$ cat src/verilog/hdpm_regs.vh
// Notes on behaviour
// Both data lines low on a port means nothing is attached.
// Drive an end-of-packet downstream at the EOF1 point of each frame.
// D+ low, D- high: set connected flag, raise hub interrupt.
// D+ high, D- low: set connected, clear speed flag, raise hub interrupt.
// Register a connect only after non-SE0 persists longer than 2.5 us.
// SE0 for 2.0 to 2.5 us means disconnect: clear flag, interrupt.
// Connect status holds one flag per port in bits 0 to 6.
// Connect status clears on reset or bus reset; bit 7 reads zero.
// Speed register: 1 low speed, 0 full speed; clears on resets; bit 7 zero.
// Firmware writes the right speed bit when resetting a port.
// Firmware sets the enable bit; the port then passes traffic both ways.
// Enabled unsuspended ports get upstream traffic; their traffic goes up unless babbling.
// Low-speed ports get no full-speed upstream traffic.
// A new enable waits for the current packet end; idle bus enables at once.
// In suspend, connect or disconnect on any port interrupts if enabled.
// Firmware loads a new device address only after the status stage.
// Two device addresses: hub and compound function in the second slot.
// Babble and resume interrupt only when enabled; forced ports never interrupt (the logic masks only their connect changes).
// Hardware clears a port enable on babble seen at EOF2.
// Port enable register clears on reset or bus reset.
// Filters are per-port counters restarted on every line state change.
// Each hub event yields one interrupt pulse combined across ports.
`ifndef HDPM_REGS_VH
`define HDPM_REGS_VH
`define HDPM_ADDR_CONNECT 8'h48
`define HDPM_ADDR_ENABLE 8'h49
`define HDPM_ADDR_SPEED 8'h4a
`define HDPM_ADDR_ADDR_HUB 8'h50
`define HDPM_ADDR_ADDR_FUNC 8'h51
`define HDPM_ADDR_IRQ_CTRL 8'h52
`define HDPM_RESET_VALUE 8'h00
`define HDPM_IRQEN_HUB 0
`define HDPM_IRQEN_BABBLE 1
`define HDPM_IRQEN_RESUME 2
`define HDPM_CLK_MHZ 100
`define HDPM_CONNECT_NS 2500
`define HDPM_DISC_NS 2000
`define HDPM_CONNECT_CYC ((`HDPM_CONNECT_NS * `HDPM_CLK_MHZ) / 1000 + 1)
`define HDPM_DISC_CYC ((`HDPM_DISC_NS * `HDPM_CLK_MHZ + 999) / 1000)
`define HDPM_LS_J 2'b01
`define HDPM_FS_J 2'b10
`define HDPM_SE0 2'b00
`endif

$ cat src/verilog/hdpm_port_filter.v
`timescale 1ns/10ps
`default_nettype none
`include "hdpm_regs.vh"
module hdpm_port_filter #(
	parameter CW = 9
) (
	// Clock and resets
	input wire clk,
	input wire reset,
	input wire bus_reset,
	// Line state {dp, dm}
	input wire [1:0] line,
	// Results
	output reg connected_reg,
	output reg low_speed_reg,
	output reg change_reg
);
	reg [1:0] last_reg;
	reg [CW-1:0] count_reg;
	// Thresholds cut to the counter width; both fit with room to spare
	localparam integer CONN_INT = `HDPM_CONNECT_CYC;
	localparam integer DISC_INT = `HDPM_DISC_CYC;
	localparam [CW-1:0] CONN_CYC = CONN_INT[CW-1:0];
	localparam [CW-1:0] DISC_CYC = DISC_INT[CW-1:0];
	wire se0 = (line == `HDPM_SE0);
	// restart on change
	always @(posedge clk or posedge reset)
	begin
		if (reset)
		begin
			last_reg <= 2'h0;
			count_reg <= {CW{1'b0}};
		end
		// Bus reset restarts the timer, else a saturated count never meets the threshold again
		else if (bus_reset || line != last_reg)
		begin
			last_reg <= line;
			count_reg <= {CW{1'b0}};
		end
		else if (count_reg != {CW{1'b1}})
			count_reg <= count_reg + {{(CW-1){1'b0}}, 1'b1};
	end
	// Connect and disconnect decisions; bus reset forces a fresh look
	always @(posedge clk or posedge reset)
	begin
		if (reset)
		begin
			connected_reg <= 1'b0;
			low_speed_reg <= 1'b0;
			change_reg <= 1'b0;
		end
		else
		begin
			change_reg <= 1'b0;
			if (bus_reset)
			begin
				connected_reg <= 1'b0;
				low_speed_reg <= 1'b0;
			end
			// connect after 2.5 us
			else if (!connected_reg && !se0 && line == last_reg && count_reg == CONN_CYC)
			begin
				connected_reg <= 1'b1;
				change_reg <= 1'b1;
				// speed from idle
				low_speed_reg <= (line == `HDPM_LS_J);
			end
			// SE0 means detach
			else if (connected_reg && se0 && line == last_reg && count_reg == DISC_CYC)
			begin
				connected_reg <= 1'b0;
				change_reg <= 1'b1;
			end
		end
	end
endmodule
`default_nettype wire

$ cat src/verilog/hdpm_top.v
// Added by the designer: the strobed register port.
`timescale 1ns/10ps
`default_nettype none
`include "hdpm_regs.vh"
module hdpm_top #(
	parameter NPORTS = 7
) (
	// Clock and reset
	input wire clk,
	input wire reset,
	// Register port
	input wire [7:0] reg_addr,
	input wire [7:0] reg_wdata,
	input wire reg_wr,
	input wire reg_rd,
	output reg [7:0] reg_rdata,
	// USB side events
	input wire bus_reset,
	input wire suspended,
	input wire eof1,
	input wire eof2,
	input wire packet_active,
	input wire up_full_speed,
	input wire resume_evt,
	input wire [NPORTS-1:0] port_forced,
	input wire [NPORTS-1:0] port_busy,
	// Downstream line states, two bits per port {dp, dm}
	input wire [2*NPORTS-1:0] dn_line,
	// Forwarding
	output reg [NPORTS-1:0] down_fwd_en,
	output reg [NPORTS-1:0] up_fwd_en,
	output reg [NPORTS-1:0] eop_drive,
	// Device addresses
	output reg [6:0] hub_addr,
	output reg [6:0] func_addr,
	// Interrupt request pulse
	output reg hub_irq
);
	reg [NPORTS-1:0] speed_reg;
	reg [NPORTS-1:0] enable_reg;
	reg [NPORTS-1:0] pend_reg;
	reg [NPORTS-1:0] babble_reg;
	reg [2:0] irq_en_reg;
	wire [NPORTS-1:0] conn;
	wire [NPORTS-1:0] lsd;
	wire [NPORTS-1:0] chg;
	genvar i;
	generate
		for (i = 0; i < NPORTS; i = i + 1)
		begin : g_port
			hdpm_port_filter #(.CW(9)) u_filt (
				.clk(clk),
				.reset(reset),
				.bus_reset(bus_reset),
				.line(dn_line[2*i+1:2*i]),
				.connected_reg(conn[i]),
				.low_speed_reg(lsd[i]),
				.change_reg(chg[i])
			);
		end
	endgenerate
	wire wr_en = reg_wr && reg_addr == `HDPM_ADDR_ENABLE;
	// Babble: traffic still active at EOF2 on an enabled port
	wire [NPORTS-1:0] babble = (eof2 ? port_busy : {NPORTS{1'b0}}) & enable_reg;
	// Register writes and hardware updates
	always @(posedge clk or posedge reset)
	begin
		if (reset)
		begin
			speed_reg <= {NPORTS{1'b0}};
			enable_reg <= {NPORTS{1'b0}};
			pend_reg <= {NPORTS{1'b0}};
			babble_reg <= {NPORTS{1'b0}};
			irq_en_reg <= 3'h0;
			hub_addr <= 7'h00;
			func_addr <= 7'h00;
		end
		// bus reset clears
		else if (bus_reset)
		begin
			speed_reg <= {NPORTS{1'b0}};
			enable_reg <= {NPORTS{1'b0}};
			pend_reg <= {NPORTS{1'b0}};
			babble_reg <= {NPORTS{1'b0}};
		end
		else
		begin
			// full-speed attach clears speed; low-speed sets it
			speed_reg <= (speed_reg & ~chg) | (chg & conn & lsd);
			if (reg_wr && reg_addr == `HDPM_ADDR_SPEED)
				speed_reg <= reg_wdata[NPORTS-1:0];
			// defer enables during a packet
			if (wr_en && packet_active)
			begin
				pend_reg <= reg_wdata[NPORTS-1:0];
				enable_reg <= (enable_reg & reg_wdata[NPORTS-1:0]) & ~babble;
			end
			else if (wr_en)
			begin
				pend_reg <= {NPORTS{1'b0}};
				enable_reg <= reg_wdata[NPORTS-1:0] & ~babble;
			end
			else if (!packet_active && pend_reg != {NPORTS{1'b0}})
			begin
				enable_reg <= (enable_reg | pend_reg) & ~babble;
				pend_reg <= {NPORTS{1'b0}};
			end
			// babble disables port
			else
				enable_reg <= enable_reg & ~babble;
			babble_reg <= babble;
			if (reg_wr && reg_addr == `HDPM_ADDR_IRQ_CTRL)
				irq_en_reg <= reg_wdata[2:0];
			// two address slots
			if (reg_wr && reg_addr == `HDPM_ADDR_ADDR_HUB)
				hub_addr <= reg_wdata[6:0];
			if (reg_wr && reg_addr == `HDPM_ADDR_ADDR_FUNC)
				func_addr <= reg_wdata[6:0];
		end
	end
	// Read data one cycle after the strobe; unmapped reads as zero
	always @(posedge clk or posedge reset)
	begin
		if (reset)
			reg_rdata <= `HDPM_RESET_VALUE;
		else if (!reg_rd)
			reg_rdata <= 8'h00;
		// bit 7 reads zero
		else if (reg_addr == `HDPM_ADDR_CONNECT)
			reg_rdata <= {1'b0, conn};
		else if (reg_addr == `HDPM_ADDR_ENABLE)
			reg_rdata <= {1'b0, enable_reg};
		// speed readback
		else if (reg_addr == `HDPM_ADDR_SPEED)
			reg_rdata <= {1'b0, speed_reg};
		else if (reg_addr == `HDPM_ADDR_ADDR_HUB)
			reg_rdata <= {1'b0, hub_addr};
		else if (reg_addr == `HDPM_ADDR_ADDR_FUNC)
			reg_rdata <= {1'b0, func_addr};
		else if (reg_addr == `HDPM_ADDR_IRQ_CTRL)
			reg_rdata <= {5'h00, irq_en_reg};
		else
			reg_rdata <= 8'h00;
	end
	// Forwarding, EOF1 end-of-packet and the interrupt pulse
	always @(posedge clk or posedge reset)
	begin
		if (reset)
		begin
			down_fwd_en <= {NPORTS{1'b0}};
			up_fwd_en <= {NPORTS{1'b0}};
			eop_drive <= {NPORTS{1'b0}};
			hub_irq <= 1'b0;
		end
		else
		begin
			// enabled ports pass traffic
			down_fwd_en <= suspended ? {NPORTS{1'b0}} :
				(enable_reg & ~(up_full_speed ? speed_reg : {NPORTS{1'b0}}));
			up_fwd_en <= suspended ? {NPORTS{1'b0}} : (enable_reg & ~babble_reg);
			// EOP at EOF1
			eop_drive <= eof1 ? enable_reg : {NPORTS{1'b0}};
			// gated combined pulse
			hub_irq <= (irq_en_reg[`HDPM_IRQEN_HUB] && ((chg & ~port_forced) != {NPORTS{1'b0}}))
				|| (irq_en_reg[`HDPM_IRQEN_BABBLE] && babble != {NPORTS{1'b0}})
				|| (irq_en_reg[`HDPM_IRQEN_RESUME] && resume_evt);
		end
	end
endmodule
`default_nettype wire
$ cat config.mk
export PLATFORM = sky130hd
export DESIGN_NAME = hdpm_top
export DESIGN_NICKNAME = d
export VERILOG_FILES = /design/src/verilog/hdpm_port_filter.v /design/src/verilog/hdpm_top.v
export VERILOG_INCLUDE_DIRS = /design/src /design/src/verilog
export SDC_FILE = /design/constraint.sdc
export NUM_CORES = 1
export LEC_CHECK = 0
export BUFFER_PORTS_ARGS = -buffer_cell sky130_fd_sc_hd__buf_2
export CELL_PAD_IN_SITES_DETAIL_PLACEMENT = 0
export CELL_PAD_IN_SITES_GLOBAL_PLACEMENT = 1
export CORE_MARGIN = 3
export CORE_UTILIZATION = 47
export CTS_BUF_LIST = sky130_fd_sc_hd__clkbuf_8
export DETAILED_ROUTE_END_ITERATION = 8
export HOLD_SLACK_MARGIN = 0.15
export PLACE_DENSITY_LB_ADDON = 0.2
export SLEW_MARGIN = 20
export SYNTH_ARGS = -nofsm -noshare
export SYNTH_HDL_FRONTEND = slang
export SYNTH_SLANG_ARGS = --single-unit
export TNS_END_PERCENT = 1
$ cat constraint.sdc
create_clock -name clk -period 7.1 [get_ports clk]
set_input_delay 1.42 -clock clk [delete_from_list [all_inputs] [get_ports clk]]
set_output_delay 1.42 -clock clk [all_outputs]
set_load 0.03 [all_outputs]
==> metrics.md <==
| Metric | Value |
|---|---|
| Status | completed |
| Synth Flop Type | dfrtp_1 |
| Die area | 19400 um2 |
| Critical path class | primary input to flip-flop |
| Die Width | 139 um |
| Slew Limit Fails | 0 |
| Via count | 6164 |
| Worst-case reg-to-reg path depth | 7 |
| Crit Reg-Reg Startpoint | g_port[3].u_filt.count_reg[3] |
| Clock Latency Late Sink | 0.44 ns |
| Fin crit share | 39.8% |
| CP bufs+invs | 1 |
| Ranking of synthesized cells by area | dfrtp_1 52%, nor2_1 4.9%, xor2_1 4.1% |
| Largest net degree at the start of global routing | 121 |
| Post-synthesis sequential area ratio | 51.5% |
| F_max | 354 MHz |
| CTS tree | done |
| Die H | 139 um |
| R2R Path End | g_port[3].u_filt.count_reg[5] |
| Switching Share | 23.5% |
| Hold buffers post-CTS | 0 |
| CTS root buffer | clkbuf_8 |
| Register-to-register path setup slack | 4.87 ns |
| Worst-path fanout max | 10 |
| Static leakage | 0.00433 uW |
| Clk slew on worst S/H paths | 0.09 ns |
| Slew headroom | 45.4% |
| Ant diodes | 0 |
| Num ports | 99 |
| Post-Route WL | 18300 um |
| Psw | 433 uW |
| Post-layout min period | 2.82 ns |
| Clock Power Share | 39.6% |
| Clock buffer count from CTS | 17 |
| Cell chain of the critical path | buf_2, nor4b_4, nand3b_4, nor4_4, mux2_2 |
| DR vias/cell | 5.44 |
| RSZ-0062 raised after global routing | no |
| Seq pwr share | 54.0% |
| Routed Antenna Nets | 0 |
| Slew @ Worst Pin | 0.819 ns |
| Crit path to | hub_addr[1] |
| Num rows | 48 |
| Setup Buffers After CTS | 0 |
| Area Growth Syn to Fin | 12.6% |
| CTS resizes | 0 |
| Max Cap Viol | 0 |
| Worst Path Arrival | 3.16 ns |
| DRT Pass-1 Iters | 5 |
| Final Hold Viols | 0 |
| PnR Total Power | 1850 uW |
| Deepest clock path buffer count | 2 |
| Layout cells sized above 1 | 18.0% |
| Pwr Density | 196 nW/um2 |
| Synth top area share | 51.5% |
| Detailed-route wire length per cell | 16.2 um |
| Hpwl dp | 13500 um |
| Combinational Power Share | 6.4% |
| Post-Syn Area | 8350 um2 |
| Starting Density | 48.1% |
| First-pass GRT wire length | 31200 um |
| Critical path depth | 5 |
| Layout Nets | 971 |
| Worst Hold Class | flip-flop to flip-flop |
| I/O Buffers | 96 |
| Startpoint types | primary input |
| Initial antenna violation count | 1 |
| Sink Count | 172 |
| Start point of the critical path | reg_addr[2] |
| Synthesized instance count | 817 |
| Synth area leader | dfrtp_1 |
| Vias in the first global route | 6134 |
| Final TNS setup | 0 ns |
| CP required | 7.44 ns |
| EDFF count, synth | 0 |
| Total GRT Usage | 19.7% |
| VDD IR-drop max | 0.111 mV |
| Hold Crit Depth | 1 |
| Netlist cell types | 63 |
| First DRT Iteration DRCs | 362 |
| P_int | 1410 uW |
| Gpl congestion | 0.855 |
| Remaining global-route overflow | 0 |
| Synthesis Warnings | 0 |
| Critical Path Sink Type | flip-flop |
| DRC | 0 |
| FF+latch count, synth | 172 |
| Final setup vio count | 0 |
| Slowest-stage cell, CP | nor4_4 |
| Syn nets | 893 |
| Max reg flops | 63 |
| Async SR Flop Fraction | 100% |
| H-tree depth | 4 |
| Syn_area_per_cell | 10.2 um2 |
| Worst Skew | 0.0112 ns |
| Core Area | 17400 um2 |
| Slowest Stage Delay on Critical Path | 0.56 ns |
| Delay-heaviest family, CP | simple AND/OR/NAND/NOR gates |
logic make-up after synthesis:
family	Yosys count	share of synthesized area, %
multiplexers	46	5.89
other	1	0.0449
AO/OA/AOI/OAI	119	9.27
flip-flops	172	51.5
AND/OR/NAND/NOR	335	21.2
XOR/XNOR	54	5.66
buffers and inverters	69	3.26
adder cells (fa/ha/maj)	21	3.15
final cells by class:
cell class / instances / area, um2
fillers: 1571 / 7950
flip-flops and latches: 172 / 4300
multi-input cells: 576 / 3780
repair buffers: 98 / 495
well taps: 225 / 282
clock buffers: 18 / 248
clock inverters: 14 / 179
inverters: 30 / 120
cells in the mapped netlist, types with 10 or more instances:
| cell type | instances |
|---|---|
| nand4_1 | 16 |
| nor3_1 | 17 |
| nand2_1 | 67 |
| ha_1 | 21 |
| xnor2_1 | 15 |
| nand3_1 | 20 |
| clkbuf_1 | 34 |
| nor2_1 | 108 |
| o22ai_1 | 10 |
| or3_1 | 16 |
| mux2i_1 | 21 |
| inv_1 | 30 |
| o21ai_0 | 22 |
| mux2_2 | 25 |
| a21oi_1 | 40 |
| dfrtp_1 | 172 |
| xor2_1 | 39 |
| nor2b_1 | 14 |
| nand2b_1 | 17 |
metal layers:
| metal | track usage [%] | share of wire [%] | vias up |
|---|---|---|---|
| met2 | 30.7 | 46 | 128 |
| met3 | 4.91 | 5.8 | 22 |
| met1 | 27.4 | 47 | 3005 |
| met4 | 5.72 | 1.5 | 2 |
| met5 | 0 | 0.071 | - |
| li1 | - | - | 3007 |
how the worst min path moves through the flow:
| stage | from | endpoint | slack (ns) |
|---|---|---|---|
| finish | babble_reg[1] | up_fwd_en[1] | 0.39 |
| global route | babble_reg[1] | up_fwd_en[1] | 0.43 |
| CTS | babble_reg[1] | up_fwd_en[1] | 0.39 |
| detailed placement | babble_reg[1] | up_fwd_en[1] | 0.38 |
| global placement | babble_reg[6] | up_fwd_en[6] | 0.38 |
| floorplan | babble_reg[0] | up_fwd_en[0] | 0.38 |
layout by cell type (no fill, tap or decap), types with 4 or more instances in the layout:
cell and n:
nand4_1 16, clkbuf_8 18, a311oi_1 9, nor3b_1 4, o22ai_1 10, nor2b_1 14
a41o_1 4, dfrtp_1 172, a211oi_1 8, o311a_1 4, and2_1 9, nand3_1 20
xnor2_1 15, nand4b_1 9, mux2_2 25, or3_1 16, nor4bb_1 4, inv_1 32
xor2_1 39, a21oi_1 40, buf_2 96, nand2_1 67, and3_1 8, nand2b_1 17
o21ai_0 22, ha_1 21, bufinv_16 4, nor3_1 17, mux2i_1 21, nor4_1 4
nor2_1 108
worst reg2reg max path, cell delays in order, from the launching register on:
cell and delay, ns:
dfrtp_1 0.44, and3_1 0.23, and4_1 0.26, and2_1 0.17
ha_1 0.25, nand4b_1 0.28, or3_1 0.39, a21oi_1 0.14
power by group through the flow:
stage / registers, uW / logic, uW / clock network (uW)
2_1_floorplan: 1020 / 68.5 / 0
3_3_place_gp: 1020 / 117 / 0
3_5_place_dp: 1020 / 120 / 0
4_1_cts: 997 / 120 / 752
5_1_grt: 999 / 134 / 794
6_report: 997 / 118 / 731
through the flow:
step | hold WS [ns] | util, % | cell area (um2) | setup slack [ns] | instances
final | 0.393 | 54.2 | 9410 | 4.28 | 1133
after detailed placement | 0.381 | 51.7 | 8980 | 3.80 | 1101
after floorplan | 0.378 | - | 8350 | 1.02 | 817
after global routing | 0.426 | 54.2 | 9410 | 4.19 | 1133
after global placement | 0.382 | 51.7 | 8980 | 3.84 | 1101
after CTS | 0.394 | 54.2 | 9400 | 4.29 | 1133
Note: power is estimated with default switching activity, not from simulation.
